==> src/rtl/sebs_pkg.sv <==
// Package of constants and carrier types for the shared external bus control
package sebs_pkg;
  localparam int SEBS_ADDR_W = 32;
  localparam int SEBS_DATA_W = 48;
  localparam int SEBS_MS_W = 4;
  localparam int SEBS_CORES = 4;
  localparam int SEBS_MP_REQ_W = 6;
  // Page size field width: page size is 2**page_bits words
  localparam int SEBS_PAGE_BITS_W = 5;
  localparam logic [4:0] SEBS_PAGE_BITS_RST = 5'h08;
  // DRAM lives only in bank 0
  localparam int SEBS_DRAM_BANK = 0;
  // Bus clock reference divider: one toggle per this many plus one mclk cycles
  localparam logic [3:0] SEBS_CLKREF_DIV = 4'h1;
  // Reset values of active-low strobes
  localparam logic SEBS_STROBE_IDLE = 1'b1;

  typedef enum logic [2:0] {
    SEBS_IDLE,
    SEBS_ADDR,
    SEBS_STROBE,
    SEBS_WAIT_SUSPEND,
    SEBS_HOST_GRANT
  } sebs_state_t;

  // Access request from an internal core
  typedef struct packed {
    logic valid;
    logic write;
    logic cond_ok;
    logic [SEBS_ADDR_W-1:0] addr;
    logic [SEBS_DATA_W-1:0] wdata;
    logic internal_target;
  } sebs_req_t;

  // Bus pin outputs driven by the master
  typedef struct packed {
    logic [SEBS_ADDR_W-1:0] addr;
    logic [SEBS_DATA_W-1:0] data;
    logic [SEBS_MS_W-1:0] ms_n;
    logic rd_n;
    logic wr_n;
    logic sw_n;
    logic page;
  } sebs_pins_t;
endpackage

==> src/rtl/sebs_ctrl.sv <==
// Shared external bus strobe, suspend and host request controller
`timescale 1ns/10ps
// Summary of operation
// - Read strobe low during external reads and internal-memory reads.
// - Write strobe low during external writes and internal-memory writes.
// - Only the bus master drives read and write strobes; others input them.
// - Page flag asserts when an external access crosses a DRAM page.
// - Page flag only for bank 0 accesses, driven only by the master.
// - Only the bus master drives the clock reference output.
// - Sync write select low early; write abandoned if strobe never follows.
// - Sync write select asserted in the same cycle as the address.
// - Master drives sync write select; slaves sample it for read/write.
// - Device drives acknowledge low to stretch accesses to its memory.
// - Master keeps acknowledge input at last driven level via a keeper.
// - Suspend-bus low floats address, data, selects, strobes three cycles later.
// - Access attempted under suspend-bus stalls until it is released.
// - On host request, master floats bus lines, then asserts grant.
// - Host bus request outranks every multiprocessor bus request.
// - Host bus grant held low until the host releases its request.
module sebs_ctrl
  import sebs_pkg::*;
#(
  parameter int ADDR_W = SEBS_ADDR_W,
  parameter int MS_W = SEBS_MS_W
) (
  // Clock and reset
  input wire logic mclk,
  input wire logic reset_n,
  // Core side
  input wire sebs_req_t core_req,
  input wire logic is_master,
  input wire logic [SEBS_PAGE_BITS_W-1:0] page_bits,
  input wire logic [MS_W-1:0] bank_sel,
  output logic core_done,
  output logic core_stall,
  output logic [SEBS_MP_REQ_W-1:0] mp_grant_block,
  // Internal memory busy, slave side wait request
  input wire logic mem_wait,
  output logic slave_access,
  output logic slave_write,
  // Pin inputs
  input wire logic rd_in_n,
  input wire logic wr_in_n,
  input wire logic sw_in_n,
  input wire logic ack_in,
  input wire logic suspend_bus_float_n,
  input wire logic host_bus_request_n,
  input wire logic [SEBS_MP_REQ_W-1:0] mp_bus_request_n,
  // Pin outputs
  output sebs_pins_t bus_out,
  output logic bus_oe,
  output logic bus_clock_ref_out,
  output logic bus_clock_ref_oe,
  output logic ack_out,
  output logic ack_oe,
  output logic host_bus_grant_n
);
  // Bank selects map straight onto the pin struct, so widths must agree
  if (MS_W != SEBS_MS_W || ADDR_W < 8 ||
      ADDR_W > SEBS_ADDR_W) begin : g_bad_width
    $error("sebs_ctrl: unsupported width");
  end

  logic rd_s_n;
  logic wr_s_n;
  logic sw_s_n;
  logic ack_s;
  logic suspend_bus_float_n_s_n;
  logic hbr_s_n;
  logic crossed;
  logic issue;
  sebs_state_t state;
  sebs_state_t next_state;
  sebs_pins_t next_bus_out;
  logic next_bus_oe;
  logic next_core_done;
  logic next_core_stall;
  logic next_grant_n;
  logic [1:0] ack_age;
  logic [1:0] next_ack_age;
  logic next_ack_out;
  logic next_ack_oe;
  logic ack_keep;
  logic next_ack_keep;
  logic slv_sw_n;
  logic next_slv_sw_n;
  logic next_slave_access;
  logic next_slave_write;
  logic [3:0] div_cnt;
  logic [3:0] next_div_cnt;
  logic next_clkref;
  logic next_clkref_oe;
  logic [SEBS_MP_REQ_W-1:0] next_mp_block;

  // Pins from outside the clock domain: two flops each
  sebs_sync #(.WIDTH(6), .RST_VAL(6'h3f)) u_sync (
    .mclk(mclk),
    .reset_n(reset_n),
    .d({rd_in_n, wr_in_n, sw_in_n, ack_in, suspend_bus_float_n,
        host_bus_request_n}),
    .q({rd_s_n, wr_s_n, sw_s_n, ack_s, suspend_bus_float_n_s_n, hbr_s_n})
  );

  assign issue = (state == SEBS_IDLE) && core_req.valid && is_master &&
                 !core_req.internal_target && suspend_bus_float_n_s_n && hbr_s_n;

  sebs_page_det #(.ADDR_W(ADDR_W)) u_page (
    .mclk(mclk),
    .reset_n(reset_n),
    .issue(issue),
    .bank0(bank_sel[SEBS_DRAM_BANK]),
    .addr(core_req.addr[ADDR_W-1:0]),
    .page_bits(page_bits),
    .crossed(crossed)
  );

  // Master access sequencer
  always_comb begin
    next_state = state;
    next_bus_out = bus_out;
    next_bus_oe = bus_oe;
    next_core_done = 1'b0;
    next_core_stall = 1'b0;
    next_grant_n = host_bus_grant_n;
    next_ack_age = 2'h0;
    unique case (state)
      SEBS_IDLE: begin
        next_bus_out.rd_n = SEBS_STROBE_IDLE;
        next_bus_out.wr_n = SEBS_STROBE_IDLE;
        next_bus_out.sw_n = SEBS_STROBE_IDLE;
        next_bus_out.page = 1'b0;
        next_bus_out.ms_n = '1;
        next_bus_oe = is_master && suspend_bus_float_n_s_n;
        if (!hbr_s_n && is_master) begin
          // Host wins over any pending core access
          next_bus_oe = 1'b0;
          next_state = SEBS_HOST_GRANT;
        end else if (core_req.valid && is_master && !suspend_bus_float_n_s_n) begin
          next_core_stall = 1'b1;
          next_state = SEBS_WAIT_SUSPEND;
        end else if (issue) begin
          next_bus_out.addr = core_req.addr;
          next_bus_out.data = core_req.wdata;
          next_bus_out.ms_n = ~bank_sel;
          next_bus_out.sw_n = !core_req.write;
          next_bus_out.page = crossed;
          next_core_stall = 1'b1;
          next_state = SEBS_ADDR;
        end else if (core_req.valid && core_req.internal_target) begin
          // Internal memory of a sibling core is accessed over the bus
          next_bus_out.addr = core_req.addr;
          next_bus_out.data = core_req.wdata;
          next_core_stall = 1'b1;
          next_state = SEBS_STROBE;
          if (core_req.write && !core_req.cond_ok) begin
            // Failed conditional write: finish with no strobe
            next_core_stall = 1'b0;
            next_core_done = 1'b1;
            next_state = SEBS_IDLE;
          end else begin
            next_bus_out.rd_n = core_req.write;
            next_bus_out.wr_n = !core_req.write;
          end
        end
      end
      SEBS_ADDR: begin
        next_core_stall = 1'b1;
        if (!suspend_bus_float_n_s_n) begin
          next_bus_oe = 1'b0;
          next_state = SEBS_WAIT_SUSPEND;
        end else if (core_req.write && !core_req.cond_ok) begin
          // Failed conditional write: strobe never follows
          next_bus_out.sw_n = SEBS_STROBE_IDLE;
          next_core_stall = 1'b0;
          next_core_done = 1'b1;
          next_state = SEBS_IDLE;
        end else begin
          next_bus_out.rd_n = core_req.write;
          next_bus_out.wr_n = !core_req.write;
          next_state = SEBS_STROBE;
        end
      end
      SEBS_STROBE: begin
        next_core_stall = 1'b1;
        // Synced acknowledge lags the pin; skip it until it reflects this
        // strobe, so a late ready of the last access cannot end it
        next_ack_age = ack_age + {1'b0, ~&ack_age};
        if (!suspend_bus_float_n_s_n) begin
          next_bus_oe = 1'b0;
          next_state = SEBS_WAIT_SUSPEND;
        end else if (ack_keep && (&ack_age)) begin
          // Low acknowledge holds the strobe as wait states
          next_bus_out.rd_n = SEBS_STROBE_IDLE;
          next_bus_out.wr_n = SEBS_STROBE_IDLE;
          next_bus_out.sw_n = SEBS_STROBE_IDLE;
          next_bus_out.page = 1'b0;
          next_core_stall = 1'b0;
          next_core_done = 1'b1;
          next_state = SEBS_IDLE;
        end
      end
      SEBS_WAIT_SUSPEND: begin
        next_core_stall = 1'b1;
        next_bus_oe = 1'b0;
        next_bus_out.rd_n = SEBS_STROBE_IDLE;
        next_bus_out.wr_n = SEBS_STROBE_IDLE;
        next_bus_out.sw_n = SEBS_STROBE_IDLE;
        next_bus_out.ms_n = '1;
        if (suspend_bus_float_n_s_n) begin
          // Access restarts from the top once released
          next_core_stall = 1'b0;
          next_state = SEBS_IDLE;
        end
      end
      SEBS_HOST_GRANT: begin
        next_bus_oe = 1'b0;
        next_core_stall = core_req.valid;
        next_grant_n = hbr_s_n;
        if (hbr_s_n) begin
          next_state = SEBS_IDLE;
        end
      end
    endcase
  end

  always_ff @(posedge mclk or negedge reset_n) begin
    if (!reset_n) begin
      state <= SEBS_IDLE;
      bus_out <= '{addr: '0, data: '0, ms_n: '1, rd_n: 1'b1, wr_n: 1'b1,
                   sw_n: 1'b1, page: 1'b0};
      bus_oe <= 1'b0;
      core_done <= 1'b0;
      core_stall <= 1'b0;
      host_bus_grant_n <= 1'b1;
      ack_age <= 2'h0;
    end else begin
      state <= next_state;
      bus_out <= next_bus_out;
      bus_oe <= next_bus_oe;
      core_done <= next_core_done;
      core_stall <= next_core_stall;
      host_bus_grant_n <= next_grant_n;
      ack_age <= next_ack_age;
    end
  end

  // Slave side, acknowledge keeper, clock reference, arbitration block
  always_comb begin
    next_slv_sw_n = sw_s_n;
    // Slave decodes direction from sync write select and strobes
    next_slave_access = !is_master && (!rd_s_n || !wr_s_n);
    next_slave_write = !is_master && (!wr_s_n || !slv_sw_n);
    // Keeper holds the last driven level of the acknowledge input
    next_ack_keep = ack_oe ? ack_out : ack_s;
    // As slave, pull acknowledge low while our memory is busy
    next_ack_oe = !is_master && next_slave_access && mem_wait;
    next_ack_out = 1'b0;
    if (!next_ack_oe && ack_oe) begin
      // Drive high one cycle before release so the keeper sees ready
      next_ack_oe = 1'b1;
      next_ack_out = 1'b1;
      if (ack_out) begin
        next_ack_oe = 1'b0;
      end
    end
    next_div_cnt = div_cnt + 4'h1;
    next_clkref = bus_clock_ref_out;
    if (div_cnt >= SEBS_CLKREF_DIV) begin
      next_div_cnt = 4'h0;
      next_clkref = !bus_clock_ref_out;
    end
    next_clkref_oe = is_master && suspend_bus_float_n_s_n && hbr_s_n;
    // While host owns the bus, no peer request may be honoured
    next_mp_block = hbr_s_n ? ~mp_bus_request_n & '0 : '1;
  end

  always_ff @(posedge mclk or negedge reset_n) begin
    if (!reset_n) begin
      slv_sw_n <= 1'b1;
      slave_access <= 1'b0;
      slave_write <= 1'b0;
      ack_keep <= 1'b1;
      ack_out <= 1'b1;
      ack_oe <= 1'b0;
      div_cnt <= 4'h0;
      bus_clock_ref_out <= 1'b0;
      bus_clock_ref_oe <= 1'b0;
      mp_grant_block <= '0;
    end else begin
      slv_sw_n <= next_slv_sw_n;
      slave_access <= next_slave_access;
      slave_write <= next_slave_write;
      ack_keep <= next_ack_keep;
      ack_out <= next_ack_out;
      ack_oe <= next_ack_oe;
      div_cnt <= next_div_cnt;
      bus_clock_ref_out <= next_clkref;
      bus_clock_ref_oe <= next_clkref_oe;
      mp_grant_block <= next_mp_block;
    end
  end
endmodule // sebs_ctrl

==> src/rtl/sebs_sync.sv <==
// Two-flop synchroniser for asynchronous pin inputs
`timescale 1ns/10ps
module sebs_sync #(
  parameter int WIDTH = 1,
  parameter logic [WIDTH-1:0] RST_VAL = '1
) (
  // Clock and reset
  input wire logic mclk,
  input wire logic reset_n,
  // Data
  input wire logic [WIDTH-1:0] d,
  output logic [WIDTH-1:0] q
);
  logic [WIDTH-1:0] meta;
  logic [WIDTH-1:0] next_meta;
  logic [WIDTH-1:0] next_q;

  always_comb begin
    next_meta = d;
    next_q = meta;
  end

  always_ff @(posedge mclk or negedge reset_n) begin
    if (!reset_n) begin
      meta <= RST_VAL;
      q <= RST_VAL;
    end else begin
      meta <= next_meta;
      q <= next_q;
    end
  end
endmodule // sebs_sync

==> src/rtl/sebs_page_det.sv <==
// DRAM page boundary detector for bank 0 accesses
`timescale 1ns/10ps
module sebs_page_det
  import sebs_pkg::*;
#(
  parameter int ADDR_W = SEBS_ADDR_W
) (
  // Clock and reset
  input wire logic mclk,
  input wire logic reset_n,
  // Access being issued
  input wire logic issue,
  input wire logic bank0,
  input wire logic [ADDR_W-1:0] addr,
  input wire logic [SEBS_PAGE_BITS_W-1:0] page_bits,
  // Boundary crossed, combinational with issue
  output logic crossed
);
  logic [ADDR_W-1:0] last_page;
  logic last_valid;
  logic [ADDR_W-1:0] next_last_page;
  logic next_last_valid;
  logic [ADDR_W-1:0] cur_page;

  always_comb begin
    cur_page = addr >> page_bits;
    next_last_page = last_page;
    next_last_valid = last_valid;
    crossed = 1'b0;
    if (issue && bank0) begin
      crossed = !last_valid || (cur_page != last_page);
      next_last_page = cur_page;
      next_last_valid = 1'b1;
    end
  end

  always_ff @(posedge mclk or negedge reset_n) begin
    if (!reset_n) begin
      last_page <= '0;
      last_valid <= 1'b0;
    end else begin
      last_page <= next_last_page;
      last_valid <= next_last_valid;
    end
  end
endmodule // sebs_page_det

==> config.mk <==
export PLATFORM = sky130hd
export DESIGN_NAME = sebs_ctrl
export DESIGN_NICKNAME = d
export VERILOG_FILES = /design/src/rtl/sebs_pkg.sv /design/src/rtl/sebs_ctrl.sv /design/src/rtl/sebs_sync.sv /design/src/rtl/sebs_page_det.sv
export SDC_FILE = /design/constraint.sdc
export NUM_CORES = 1
export LEC_CHECK = 0
export BUFFER_PORTS_ARGS = -buffer_cell sky130_fd_sc_hd__clkbuf_2
export CAP_MARGIN = 40
export CORE_ASPECT_RATIO = 1.2
export CORE_UTILIZATION = 40
export DETAILED_ROUTE_END_ITERATION = 16
export PLACE_DENSITY = 0.74
export SETUP_SLACK_MARGIN = 0.3
export SYNTH_ARGS = -nofsm -noshare
export SYNTH_HDL_FRONTEND = slang
export SYNTH_HIERARCHICAL = 1
export SYNTH_SLANG_ARGS = --single-unit
export TNS_END_PERCENT = 1
==> constraint.sdc <==
create_clock -name mclk -period 2.6 [get_ports mclk]
set_clock_uncertainty 0.15 [all_clocks]
set_input_delay 0.13 -clock mclk [delete_from_list [all_inputs] [get_ports mclk]]
set_output_delay 0.13 -clock mclk [all_outputs]
set_load 0.005 [all_outputs]
* Word-level counts from Yosys, hierarchy flattened
Cells that the tools add are included.
** Word-level totals
- Output and inout port bits :: 104
- Register bits :: 160
** Cells by class
- Bitwise gates (word level) :: 3
- Mux-type cells :: 58
- Add/subtract/negate cells :: 2
- Shifts and indexed selects :: 1
- Equality and inequality tests :: 15
- Reductions and logical operators :: 48
- $lt $le $gt $ge :: 1
** Operator list (number)
- 80-bit two-way mux :: 2
- 32-bit inequality test :: 1
- 32-bit by 5-bit right shift with 32-bit output :: 1
- 3-bit two-way mux :: 10
- 1-bit two-way mux :: 25
- 1-bit logical AND :: 19
- 4-bit two-way mux :: 4
- 8-bit two-way mux :: 2
- 3-bit case mux with 5 select lines :: 1
- 2-bit two-way mux :: 7
- 1-bit logical NOT :: 13
- 3-bit case mux with 4 select lines :: 1
- 5-bit AND reduction :: 2
- 2-bit by 1-bit inequality test with 1-bit output (second input constant) :: 4
- 2-bit inequality test (second input constant) :: 4
- 4-bit case mux with 2 select lines :: 1
- 4-bit AND reduction :: 2
- 3-bit by 2-bit equality test with 1-bit output (second input constant) :: 2
- 6-bit two-way mux :: 1
- 1-bit case mux with 3 select lines :: 2
- 2-bit nonzero test :: 3
- 5-bit by 1-bit inequality test with 1-bit output (second input constant) :: 1
- 1-bit case mux with 5 select lines :: 1
- 4-bit by 1-bit adder with 4-bit output (second input constant) :: 1
- other kinds (14) :: 18

* Longest topological paths before layout
Gate-level depths: netlist of the first run.
- Word-level depth :: 12
- Mapped depth :: 12
- Gate-level depth less buffers :: 9

* Cells and area by module
The synthesis of the first run kept the hierarchy.
** Modules (own cells, without submodules)
- sebs_ctrl :: seq. area each 2766.4 µm², cells an instance 325, area each 4834.6 µm², instances 1
- sebs_page_det :: seq. area each 825.8 µm², cells an instance 395, area each 3691.0 µm², instances 1
- sebs_sync :: seq. area each 315.3 µm², cells an instance 12, area each 315.3 µm², instances 1

* Worst setup path before layout of the first run
No wires, ideal clock.
- Kind :: in2reg
- Start :: in page_bits[0]
- End :: reg bus_out[0] (netlist bit)
- Buffers on the path :: 3
- Slack :: -0.020 ns
- Arrival time :: 2.349 ns
- Cell stages on the path :: 12
- Cells stage by stage :: buf_6 buf_12 buf_6 mux2_4 a222oi_1 o22ai_1 a21oi_2 xor2_1 o2111ai_1 nor4_1 a31oi_1 a22o_1
** Between the ends
- Longest elaborated chain between the ends :: 8
** Ends and longest elaborated chain
- start: declaration :: RTL line sebs_ctrl.sv:32 : input wire logic [SEBS_PAGE_BITS_W-1:0] page_bits,
- 32-bit by 5-bit right shift with 32-bit output :: RTL line sebs_page_det.sv:26 : cur_page = addr >> page_bits;
- 32-bit inequality test :: RTL line sebs_page_det.sv:31 : crossed = !last_valid || (cur_page != last_page);
- 1-bit logical OR :: RTL line sebs_page_det.sv:31
- 1-bit two-way mux :: RTL line sebs_page_det.sv:30 : if (issue && bank0) begin
- via crossed :: RTL line sebs_ctrl.sv:70 : logic crossed;
- 2-bit two-way mux :: RTL line sebs_ctrl.sv:141 : end else if (issue) begin
- 8-bit two-way mux :: RTL line sebs_ctrl.sv:138 : end else if (core_req.valid && is_master && !suspend_bus_float_n_s_n) begin
- 8-bit two-way mux :: RTL line sebs_ctrl.sv:134 : if (!hbr_s_n && is_master) begin
- 1-bit case mux with 2 select lines :: RTL line sebs_ctrl.sv:126 : unique case (state)
- end signal: assignment :: RTL line sebs_ctrl.sv:229 : bus_out <= '{addr: '0, data: '0, ms_n: '1, rd_n: 1'b1, wr_n: 1'b1,
- end signal: assignment :: RTL line sebs_ctrl.sv:238 : bus_out <= next_bus_out;
- end: declaration :: RTL line sebs_ctrl.sv:50 : output sebs_pins_t bus_out,
The timed path passes the listed nets, and every way through them passes these cells.
A chain may end at the register's enable or synchronous reset.

* Final worst setup path of the first run
Same ends and word-level chain as after synthesis.

==> results of run 1 <==
[worst max-delay path, delay by kind of cell]
kind,cells,cell delay (ps)
mux,2,820
compound gates,3,560
buf+inv,3,370
simple gates,2,600
xor+xnor,1,100
[what timing repair did]
item                                    in CTS  in global routing
buffers inserted                             9                  6
hold endpoints to repair                   159                  1
hold buffers                                92                  1
resized for setup                           29                  2
cloned                                       1                  0
pin swaps                                    8                 13
endpoints found under the setup margin       1                 16
[cell type report]
| type | count | area share, % |
|---|---|---|
| Clock buffer | 18 | 3.380 |
| Clock inverter | 14 | 1.803 |
| Inverter | 16 | 0.4730 |
| Tap cell | 274 | 2.700 |
| Sequential cell | 155 | 30.77 |
| Timing Repair Buffer | 438 | 24.74 |
| Multi-Input combinational cell | 512 | 36.13 |
[worst max path at each step]
stage	slack, ps	startpoint	end
after floorplan	40	page_bits[0]	bus_out[0]
after global placement	-530	page_bits[0]	bus_out[0]
after detailed placement	-600	page_bits[0]	bus_out[0]
after CTS	220	page_bits[0]	bus_out[0]
after global routing	80	page_bits[0]	bus_out[0]
final	180	page_bits[0]	bus_out[0]
[state kept, by name (all words and copies together), names as in the netlist, 2 cells and up]
register          count
ack_age               2
bus_out              88
div_cnt               4
state                 3
u_page/last_page     32
u_sync/meta           6
u_sync/q              6
[power groups by stage]
| stage | Combinational [mW] | Clock [mW] | Sequential [mW] |
|---|---|---|---|
| 6_report | 3.70 | 2.78 | 3.88 |
| 5_1_grt | 4.00 | 2.94 | 3.96 |
| 4_1_cts | 3.65 | 2.83 | 3.84 |
| 3_5_place_dp | 3.47 | 0 | 3.84 |
| 3_3_place_gp | 3.39 | 0 | 3.82 |
| 2_1_floorplan | 2.06 | 0 | 3.80 |
[routing by layer]
layer | vias to the layer above | track usage (%) | wire length [um]
met3 | 61 | 4.420 | 1183
met1 | 3822 | 29.87 | 10850
met2 | 291 | 41.80 | 13790
met4 | 0 | 10.47 | 878
li1 | 3511 | - | -
met5 | - | 0 | 0
[cells by family after synthesis]
group,count (synthesis)
AOI/OAI and AO/OA,143
xor gates and xnor gates,26
adders and majority gates,4
buffers and inverters,65
DFF,155
muxes,153
other,1
and+or+nand+nor,185
[placed cells by master, fill, tap and decap left out, drive strengths merged, types with 11 or more instances in the layout]
master and instances:
mux2i 17, dlygate4sd3 93, mux2 111, inv 22, mux4 25, nand3 14
nand2b 13, buf 139, dfrtp 132, dfstp 23, nand2 62, o21ai 41
nor2 36, nor3 19, clkbuf 224, xnor2 15, xor2 11, a21oi 30
==> flow_summary_export.csv, run 1 <==
group,metric,value,unit
layout,synthToLayoutAreaGrowth,43.62,%
yosys,yosys_warnings,6,
global_routing,grt_max_degree,81,
floorplanning,chipHeight,164.9,um
placed_design,port_buffers,206,
layout,num-fill-cells,1757,
drt,num_vias,7685,
worst_hold_path,holdPathEnd,"bus_out[63]",
drt,drtIter0Drc,507,
pwr,combPwrFrac,35.7,%
yosys,synth-xor-area-share,2.576,%
drt,wl,26700,um
sta,worst_pin_slew,680.2,ps
floorplanning,rows,59,
layout,drive_gt1_share,49.18,%
setup_path,r2r-start,"u_page/last_page[31]",
yosys,ys_async_sr_fraction,100.0,%
drt,wl_per_cell,18.71,um
drt,detail-route-antenna-nets,0,
setup_path,rr_worst_depth,9,
clock_network,insertion_delay,430,ps
drt,viasPerCell,5.385,
layout,regArea,3908,um2
clock_network,clk_pin_slew,70,ps
clock_network,cts-root-buf,"clkbuf_16",
setup_path,cp_slowest_cell,"mux4_2",
setup_path,reg2reg_slack,260,ps
sta,rsz0062_at_grt,"true",
pwr,power_density,815.8,nW/um2
placed_design,hpwl,18510,um
layout,multi_input_area,4587,um2
pwr,ir_drop,492.8,uV
yosys,synth_seq_cells,155,
floorplanning,start_util,40.74,%
setup_path,r2r_end,"bus_out[0]",
setup_path,cp.required,2770,ps
sta,slew_violations,0,
setup_path,endpoint_kind,"register",
outcome,outcome,"complete, no violations",
placed_design,placed_cell_area,10850,um2
sta,setup_viol_count_final,0,
yosys,synthSimpleGateAreaFrac,10.61,%
placed_design,routabilityCongestion,0.9570,
sta,period_share,93.02,%
clock_network,clockBufferDepth,2,
yosys,yosysTopAreaCell,"dfrtp_1",
sta,fin_ws,181.6,ps
global_routing,grt_pass1_wl,42320,um
pwr,power_frac_clock,26.9,%
global_routing,grtUsageTotal,24.41,%
setup_path,critPathKind,"primary input to register",
floorplanning,pin_count,213,
yosys,synth.most_common_cell,"dfrtp_1",
layout,fin_util,58.50,%
yosys,synth_edf_count,0,
yosys,synthCells,732,
global_routing,grt_pass1_vias,7870,
pwr,power_frac_seq,37.4,%
layout,stdcell_count,1427,
sta,fin_setup_tns,0,ps
clock_network,cts-htree-levels,4,
worst_hold_path,hold_start,"core_req[56]",
pwr,swShare,31.44,%
global_routing,overflow,0,
clock_network,cts_tree,"built",
yosys,synth.net_count,844,
sta,hold_viol,0,
sta,min_period,2418,ps
pwr,internal_power,7.101,mW
yosys,yosys.area_share.adder,0.5378,%
global_routing,antenna_found_initial,0,
floorplanning,coreArea,21700,um2
pwr,finalPower,10.36,mW
setup_path,start_kind,"primary input",
sta,holdWs,21.76,ps
yosys,ys_seq_area_share,44.20,%
yosys,synth_area_leaders,"dfrtp_1 37%, mux2_4 14%, dfstp_2 6.8%, mux4_2 4.1%, mux2_2 3.8%",
sta,fmax,413.5,MHz
setup_path,arrival,2580,ps
yosys,synth_common_cells,"132 x dfrtp_1, 81 x mux2_4, 62 x nand2_1",
worst_hold_path,whs_path_depth,4,
setup_path,cpPeakStageDelay,510,ps
layout,finalNetCount,1252,
floorplanning,die_area,22700,um2
worst_hold_path,hp-class,"primary input to register",
floorplanning,die_x,137.7,um
yosys,synthMuxAreaShare,26.25,%
yosys,synth_compound_area_share,10.80,%
clock_network,numCtsBuffers,17,
placed_design,dp_slack,-597.8,ps
yosys,syn-mean-instance-area,12.08,um2
placed_design,dp_cells,1286,
drt,drc,0,
layout,fin_area,12700,um2
pwr,leakage,6.135,nW
setup_path,path_cells,"clkbuf_16 -> buf_8 -> mux4_2 -> mux2_4 -> buf_6 -> a22oi_2 -> xnor2_1 -> or3_1 -> nor4_2 -> a31oi_1 -> a22o_1",
flow_run,max_cap_violations,0,
yosys,yosysUniqueCellTypes,81,
clock_network,cts.sinks,155,
drt,dr.pass1.iters,5,
yosys,synth_top_family_by_area,"multiplexers",
yosys,syn_area,8841,um2
yosys,synth_top_area_share,37.36,%
layout,antenna_cells,0,
yosys,synth_ff_type,"dfrtp_1",
sta,slew_headroom,54.65,%
pwr,net-switching-power,3.257,mW
setup_path,crit_fanout,6,
(Power assumes the default switching activity.)
==> inputs of run 2 (changes only) <==
--- a/config.mk
+++ b/config.mk
@@ -8,9 +8,9 @@
 export BUFFER_PORTS_ARGS = -buffer_cell sky130_fd_sc_hd__clkbuf_2
 export CAP_MARGIN = 40
 export CORE_ASPECT_RATIO = 1.2
-export CORE_UTILIZATION = 40
+export CORE_UTILIZATION = 49
 export DETAILED_ROUTE_END_ITERATION = 16
-export PLACE_DENSITY = 0.74
+export PLACE_DENSITY = 0.77
 export SETUP_SLACK_MARGIN = 0.3
 export SYNTH_ARGS = -nofsm -noshare
 export SYNTH_HDL_FRONTEND = slang
==> run 2 against run 1 <==
  * Non-clock buffer count down 6
  * First-iteration DRC count up 43%
  * Cell count down 4.2%
  * Sequential power up 1%
  * Critical path depth unchanged
  * Worst hold slack better by 12 ps
  * Sequential cell count unchanged
  * Critical path type unchanged
==> flow_summary_export.csv, run 2 (synthesis results as in run 1) <==
group,metric,value,unit
floorplanning,die_x,124.6,um
drt,num_vias,7940,
clock_network,cts-root-buf,"clkbuf_16",
drt,viasPerCell,5.808,
pwr,power_density,813.0,nW/um2
pwr,leakage,6.056,nW
clock_network,clockBufferDepth,2,
global_routing,grt_pass1_wl,45110,um
global_routing,grtUsageMet2,55.22,%
layout,finalNetCount,1246,
flow_run,max_cap_violations,0,
drt,drtIter0Drc,727,
global_routing,antenna_found_initial,0,
outcome,outcome,"complete, no violations",
drt,dr.pass1.iters,5,
layout,num-fill-cells,1106,
sta,fmax,394.5,MHz
global_routing,grtUsageTotal,31.16,%
setup_path,cpMostUsedCell,"mux4_2",
sta,worst_pin_slew,700.5,ps
setup_path,crit_fanout,10,
placed_design,routabilityCongestion,0.9125,
setup_path,path_cells,"clkbuf_16 -> bufbuf_16 -> mux4_2 -> mux4_2 -> nand2_1 -> o31ai_1 -> xor2_1 -> nor4_2 -> buf_4 -> a31oi_1 -> a22o_1",
sta,period_share,97.49,%
worst_hold_path,hp-class,"primary input to register",
global_routing,grt_max_degree,81,
layout,largest_reg_flops,88,
layout,mostFrequentLayoutCell,"clkbuf_2",
placed_design,port_buffers,206,
sta,rsz0062_at_grt,"true",
clock_network,numCtsBuffers,17,
placed_design,hpwl,17670,um
drt,drc,0,
pwr,ir_drop,580.8,uV
drt,detail-route-antenna-nets,0,
floorplanning,rows,53,
setup_path,worst-path-buf-inv,3,
setup_path,cp_slowest_cell,"mux4_2",
clock_network,cts-htree-levels,4,
drt,wl_per_cell,20.89,um
setup_path,critPathLaunch,"page_bits[0]",
global_routing,gr-usage-met3,5.237,%
setup_path,critPathKind,"primary input to register",
layout,fin_util,70.91,%
clock_network,insertion_delay,440,ps
global_routing,top_usage_layer,"met2",
sta,setup_viol_count_final,0,
sta,slew_headroom,52.64,%
setup_path,cp.required,2770,ps
pwr,finalPower,10.13,mW
sta,slew_violations,0,
sta,hold_viol,0,
layout,largest-register,"bus_out",
layout,largestRegisters,"bus_out (88), u_page/last_page (32)",
layout,antenna_cells,0,
floorplanning,pin_count,213,
floorplanning,coreArea,17570,um2
clock_network,cts_tree,"built",
setup_path,endpoint_kind,"register",
worst_hold_path,hold_start,"core_req[74]",
global_routing,overflow,0,
global_routing,grt_pass1_vias,8241,
setup_path,start_kind,"primary input",
floorplanning,chipHeight,149.1,um
floorplanning,start_util,50.31,%
sta,min_period,2535,ps
setup_path,r2r-start,"u_page/last_page[31]",
clock_network,cts.sinks,155,
setup_path,cpPeakStageDelay,520,ps
setup_path,arrival,2700,ps
layout,drive_gt1_share,48.74,%
global_routing,use_met1,36.54,%
layout,synthToLayoutAreaGrowth,40.96,%
drt,wl,28560,um
layout,layout_common_cells,"204 x clkbuf_2, 130 x dfrtp_1, 124 x buf_4",
clock_network,clk_pin_slew,70,ps
floorplanning,die_area,18590,um2
setup_path,crit_family,"multiplexers",
==> run 2: cell count changes in the layout (fill, tap and decap cells not counted), sizes merged <==
cell / delta
bufbuf: +1
buf: -8
inv: +3
bufinv: -4
dlygate4sd3: +2
==> run 2: path summary, 6_finish.rpt <==
path | cells past startpoint | end | slack, ps
max reg2reg | 9 | bus_out[0] | 160
min in group asynchronous | 2 | bus_out[86] | 70
max | 11 | bus_out[0] | 70
max in group asynchronous | 3 | bus_out[3] | 1490
min | 3 | bus_out[81] | 30
min reg2reg | 0 | u_sync/q[2] | 210
==> run 2: timing repair <==
action | 4_1_cts | 5_1_grt
setup buffers | 5 | 1
pin swaps | 6 | 5
gates cloned | 1 | 0
gates resized for setup | 9 | 13
hold buffers | 95 | 0
endpoints found under the hold margin | 201 | 0
setup endpoints to repair | 1 | 16
==> run 2: cell type report <==
cell class / instances / area, um2 / share of cell area, %
Clock buffer: 19 / 442.9 / 3.554
Timing Repair Buffer: 432 / 3083 / 24.74
Tap cell: 220 / 275.3 / 2.209
Inverter: 16 / 60.06 / 0.4819
Sequential cell: 155 / 3910 / 31.38
Multi-Input combinational cell: 512 / 4566 / 36.64
Clock inverter: 13 / 125.1 / 1.004
==> run 2: per-stage QoR <==
| step | instances | hold slack, ps | setup TNS [ps] | cell area, um2 | worst slack (ps) |
|---|---|---|---|---|---|
| after global routing | 1367 | 26.38 | -68.40 | 12460 | -68.40 |
| after global placement | 1233 | -37.79 | -473.8 | 10790 | -473.8 |
| after CTS | 1366 | 6.230 | 0 | 12430 | 67.93 |
| after detailed placement | 1233 | -30.25 | -545.6 | 10790 | -545.6 |
| after floorplan | 732 | -315.6 | 0 | 8879 | 42.11 |
| final | 1367 | 34.17 | 0 | 12460 | 65.37 |
==> run 2: metal layers <==
layer	vias up	wire, um	part of all wire [%]
met5	-	0	0
met4	0	1208	4.2
met3	93	1681	5.9
met2	451	14860	52
met1	3909	10810	38
li1	3487	-	-
==> run 2: tightest hold or removal path: cells and delay by family <==
kind / cells / cell delay [ps]
muxes: 1 / 130
buffers and inverters: 2 / 320
==> run 2: report_power, final <==
part | switching (mW) | internal [mW] | leakage, nW
combinational | 1.60 | 2.15 | 3.89
sequential | 0.646 | 3.28 | 1.89
clock | 1.16 | 1.30 | 0.279
==> inputs of run 3 (changes only) <==
--- a/config.mk
+++ b/config.mk
@@ -6,10 +6,11 @@
 export NUM_CORES = 1
 export LEC_CHECK = 0
 export BUFFER_PORTS_ARGS = -buffer_cell sky130_fd_sc_hd__clkbuf_2
-export CAP_MARGIN = 40
+export CAP_MARGIN = 20
 export CORE_ASPECT_RATIO = 1.2
 export CORE_UTILIZATION = 49
 export DETAILED_ROUTE_END_ITERATION = 16
+export HOLD_SLACK_MARGIN = 0.05
 export PLACE_DENSITY = 0.77
 export SETUP_SLACK_MARGIN = 0.3
 export SYNTH_ARGS = -nofsm -noshare
==> run 3 against run 2 <==
  * The run now ends with setup timing left
  * Global-route usage is 1.5 points higher
  * Combinational power hardly changed
  * Register-to-register slack hardly changed
  * Critical path depth increased by 3
  * Worst hold slack better by 28 ps
==> flow_summary_export.csv, run 3 (synthesis results as in run 1) <==
group,metric,value,unit
clock_network,cts-root-buf,"clkbuf_16",
sta,hold_viol,0,
global_routing,grt_pass1_wl,46980,um
layout,largest-register,"bus_out",
drt,detail-route-antenna-nets,0,
setup_path,reg2reg_slack,150,ps
global_routing,grt_pass1_vias,8517,
drt,dr.pass1.iters,7,
global_routing,grtUsageTotal,32.70,%
clock_network,cts-htree-levels,4,
setup_path,cpPeakStageDelay,520,ps
floorplanning,chipHeight,149.1,um
sta,fmax,369.7,MHz
placed_design,dp_slack,-545.6,ps
layout,drive_gt1_share,48.30,%
setup_path,arrival,2870,ps
outcome,outcome,"complete, but fails checks",
clock_network,cts_tree,"built",
sta,slew_violations,0,
setup_path,endpoint_kind,"register",
setup_path,start_kind,"primary input",
pwr,combPwrFrac,37.2,%
setup_path,cp_slowest_cell,"mux4_2",
clock_network,clockBufferDepth,2,
pwr,finalPower,10.17,mW
sta,worst_pin_slew,680.1,ps
layout,fin_area,12470,um2
placed_design,routabilityCongestion,0.9125,
setup_path,worst-path-buf-inv,5,
floorplanning,die_x,124.6,um
outcome,violations,"setup timing",
placed_design,hpwl,17670,um
sta,period_share,104.0,%
pwr,internal_power,6.729,mW
clock_network,insertion_delay,430,ps
placed_design,placed_cell_area,10790,um2
sta,slew_headroom,54.02,%
layout,mostFrequentLayoutCell,"clkbuf_2",
sta,holdWs,62.37,ps
global_routing,overflow,0,
pwr,power_density,815.5,nW/um2
drt,viasPerCell,5.961,
drt,drtIter0Drc,842,
pwr,power_frac_clock,24.1,%
setup_path,r2r_end,"bus_out[0]",
floorplanning,start_util,50.31,%
pwr,swShare,33.83,%
layout,regArea,3910,um2
layout,synthToLayoutAreaGrowth,41.04,%
layout,layout_common_cells,"204 x clkbuf_2, 130 x dfrtp_1, 124 x buf_4",
sta,fin_setup_tns,-105.0,ps
setup_path,rr_worst_depth,9,
clock_network,clk_pin_slew,70,ps
placed_design,port_buffers,206,
pwr,power_frac_seq,38.7,%
setup_path,cpMostUsedCell,"buf_4",
layout,num-fill-cells,1100,
setup_path,critPathKind,"primary input to register",
sta,rsz0062_at_grt,"true",
layout,finalNetCount,1248,
floorplanning,rows,53,
sta,min_period,2705,ps
drt,wl_per_cell,21.96,um
pwr,ir_drop,613.5,uV
worst_hold_path,hp-class,"primary input to async pin",
clock_network,cts.sinks,155,
pwr,leakage,6.063,nW
layout,antenna_cells,0,
setup_path,cp.required,2770,ps
global_routing,antenna_found_initial,0,
clock_network,numCtsBuffers,17,
layout,multi_input_area,4553,um2
global_routing,grt_max_degree,81,
flow_run,max_cap_violations,0,
drt,wl,30060,um
floorplanning,coreArea,17570,um2
floorplanning,pin_count,213,
setup_path,crit_family,"multiplexers",
setup_path,r2r-start,"u_page/last_page[31]",
sta,setup_viol_count_final,1,
sta,fin_ws,-105.0,ps
setup_path,path_cells,"clkbuf_16 -> buf_12 -> buf_6 -> mux4_2 -> mux2i_1 -> buf_4 -> o22ai_1 -> nor3_1 -> buf_4 -> xor2_1 -> nand4_1 -> nor4_2 -> a31oi_1 -> a22o_1",
pwr,net-switching-power,3.440,mW
layout,largestRegisters,"bus_out (88), u_page/last_page (32)",
drt,num_vias,8161,
drt,drc,0,
floorplanning,die_area,18590,um2
layout,largest_reg_flops,88,
setup_path,crit_fanout,7,
==> run 3: power groups by stage <==
stage	sequential [mW]	combinational [mW]	clock, mW
after floorplan	3.80	2.06	0
after global placement	3.81	3.36	0
after detailed placement	3.84	3.47	0
after CTS	3.84	3.64	2.44
after global routing	4.01	4.03	2.56
final	3.94	3.78	2.45
==> run 3: cell type report <==
cell class                      instances  area share [%]
Clock inverter                         13           1.003
Inverter                               16          0.4816
Clock buffer                           19           3.552
Multi-Input combinational cell        512           36.51
Sequential cell                       155           31.36
Tap cell                              220           2.207
Timing Repair Buffer                  434           24.88
==> run 3: what timing repair did <==
| action | in CTS | in global routing |
|---|---|---|
| gates cloned | 1 | 0 |
| buffers inserted | 5 | 1 |
| pin swaps | 6 | 4 |
| resized for setup | 9 | 7 |
| hold endpoints to repair | 238 | 0 |
| endpoints found under the setup margin | 1 | 16 |
| hold buffers | 97 | 0 |
==> run 3: routing by layer <==
metal | up-vias | track usage, % | part of all wire [%]
met3 | 152 | 5.990 | 7.0
li1 | 3495 | - | -
met1 | 3996 | 37.76 | 37
met2 | 518 | 56.57 | 50
met5 | - | 0 | 0
met4 | 0 | 20.00 | 5.9
==> run 3: how the worst max path moves through the flow <==
stage,startpoint,to,cells after the start
2_1_floorplan,page_bits[0],bus_out[0],10
3_3_place_gp,page_bits[0],bus_out[0],13
3_5_place_dp,page_bits[0],bus_out[0],13
4_1_cts,page_bits[0],bus_out[0],13
5_1_grt,page_bits[0],bus_out[0],14
6_report,page_bits[0],bus_out[0],14
==> run 3: worst register-to-register path: stages, from the launching register on <==
cell      delay, ps
dfrtp_1         430
xnor2_1         190
nand4_1         110
a21oi_1         170
buf_4           150
o221ai_1         90
or3_1           390
nor4_2          320
a31oi_1         130
a22o_1          220
==> run 3: per-stage QoR <==
step / util (%) / cells
floorplan: - / 732
global placement: 61.42 / 1233
detailed placement: 61.42 / 1233
CTS: 70.84 / 1368
global route: 70.96 / 1369
finish: 70.96 / 1369
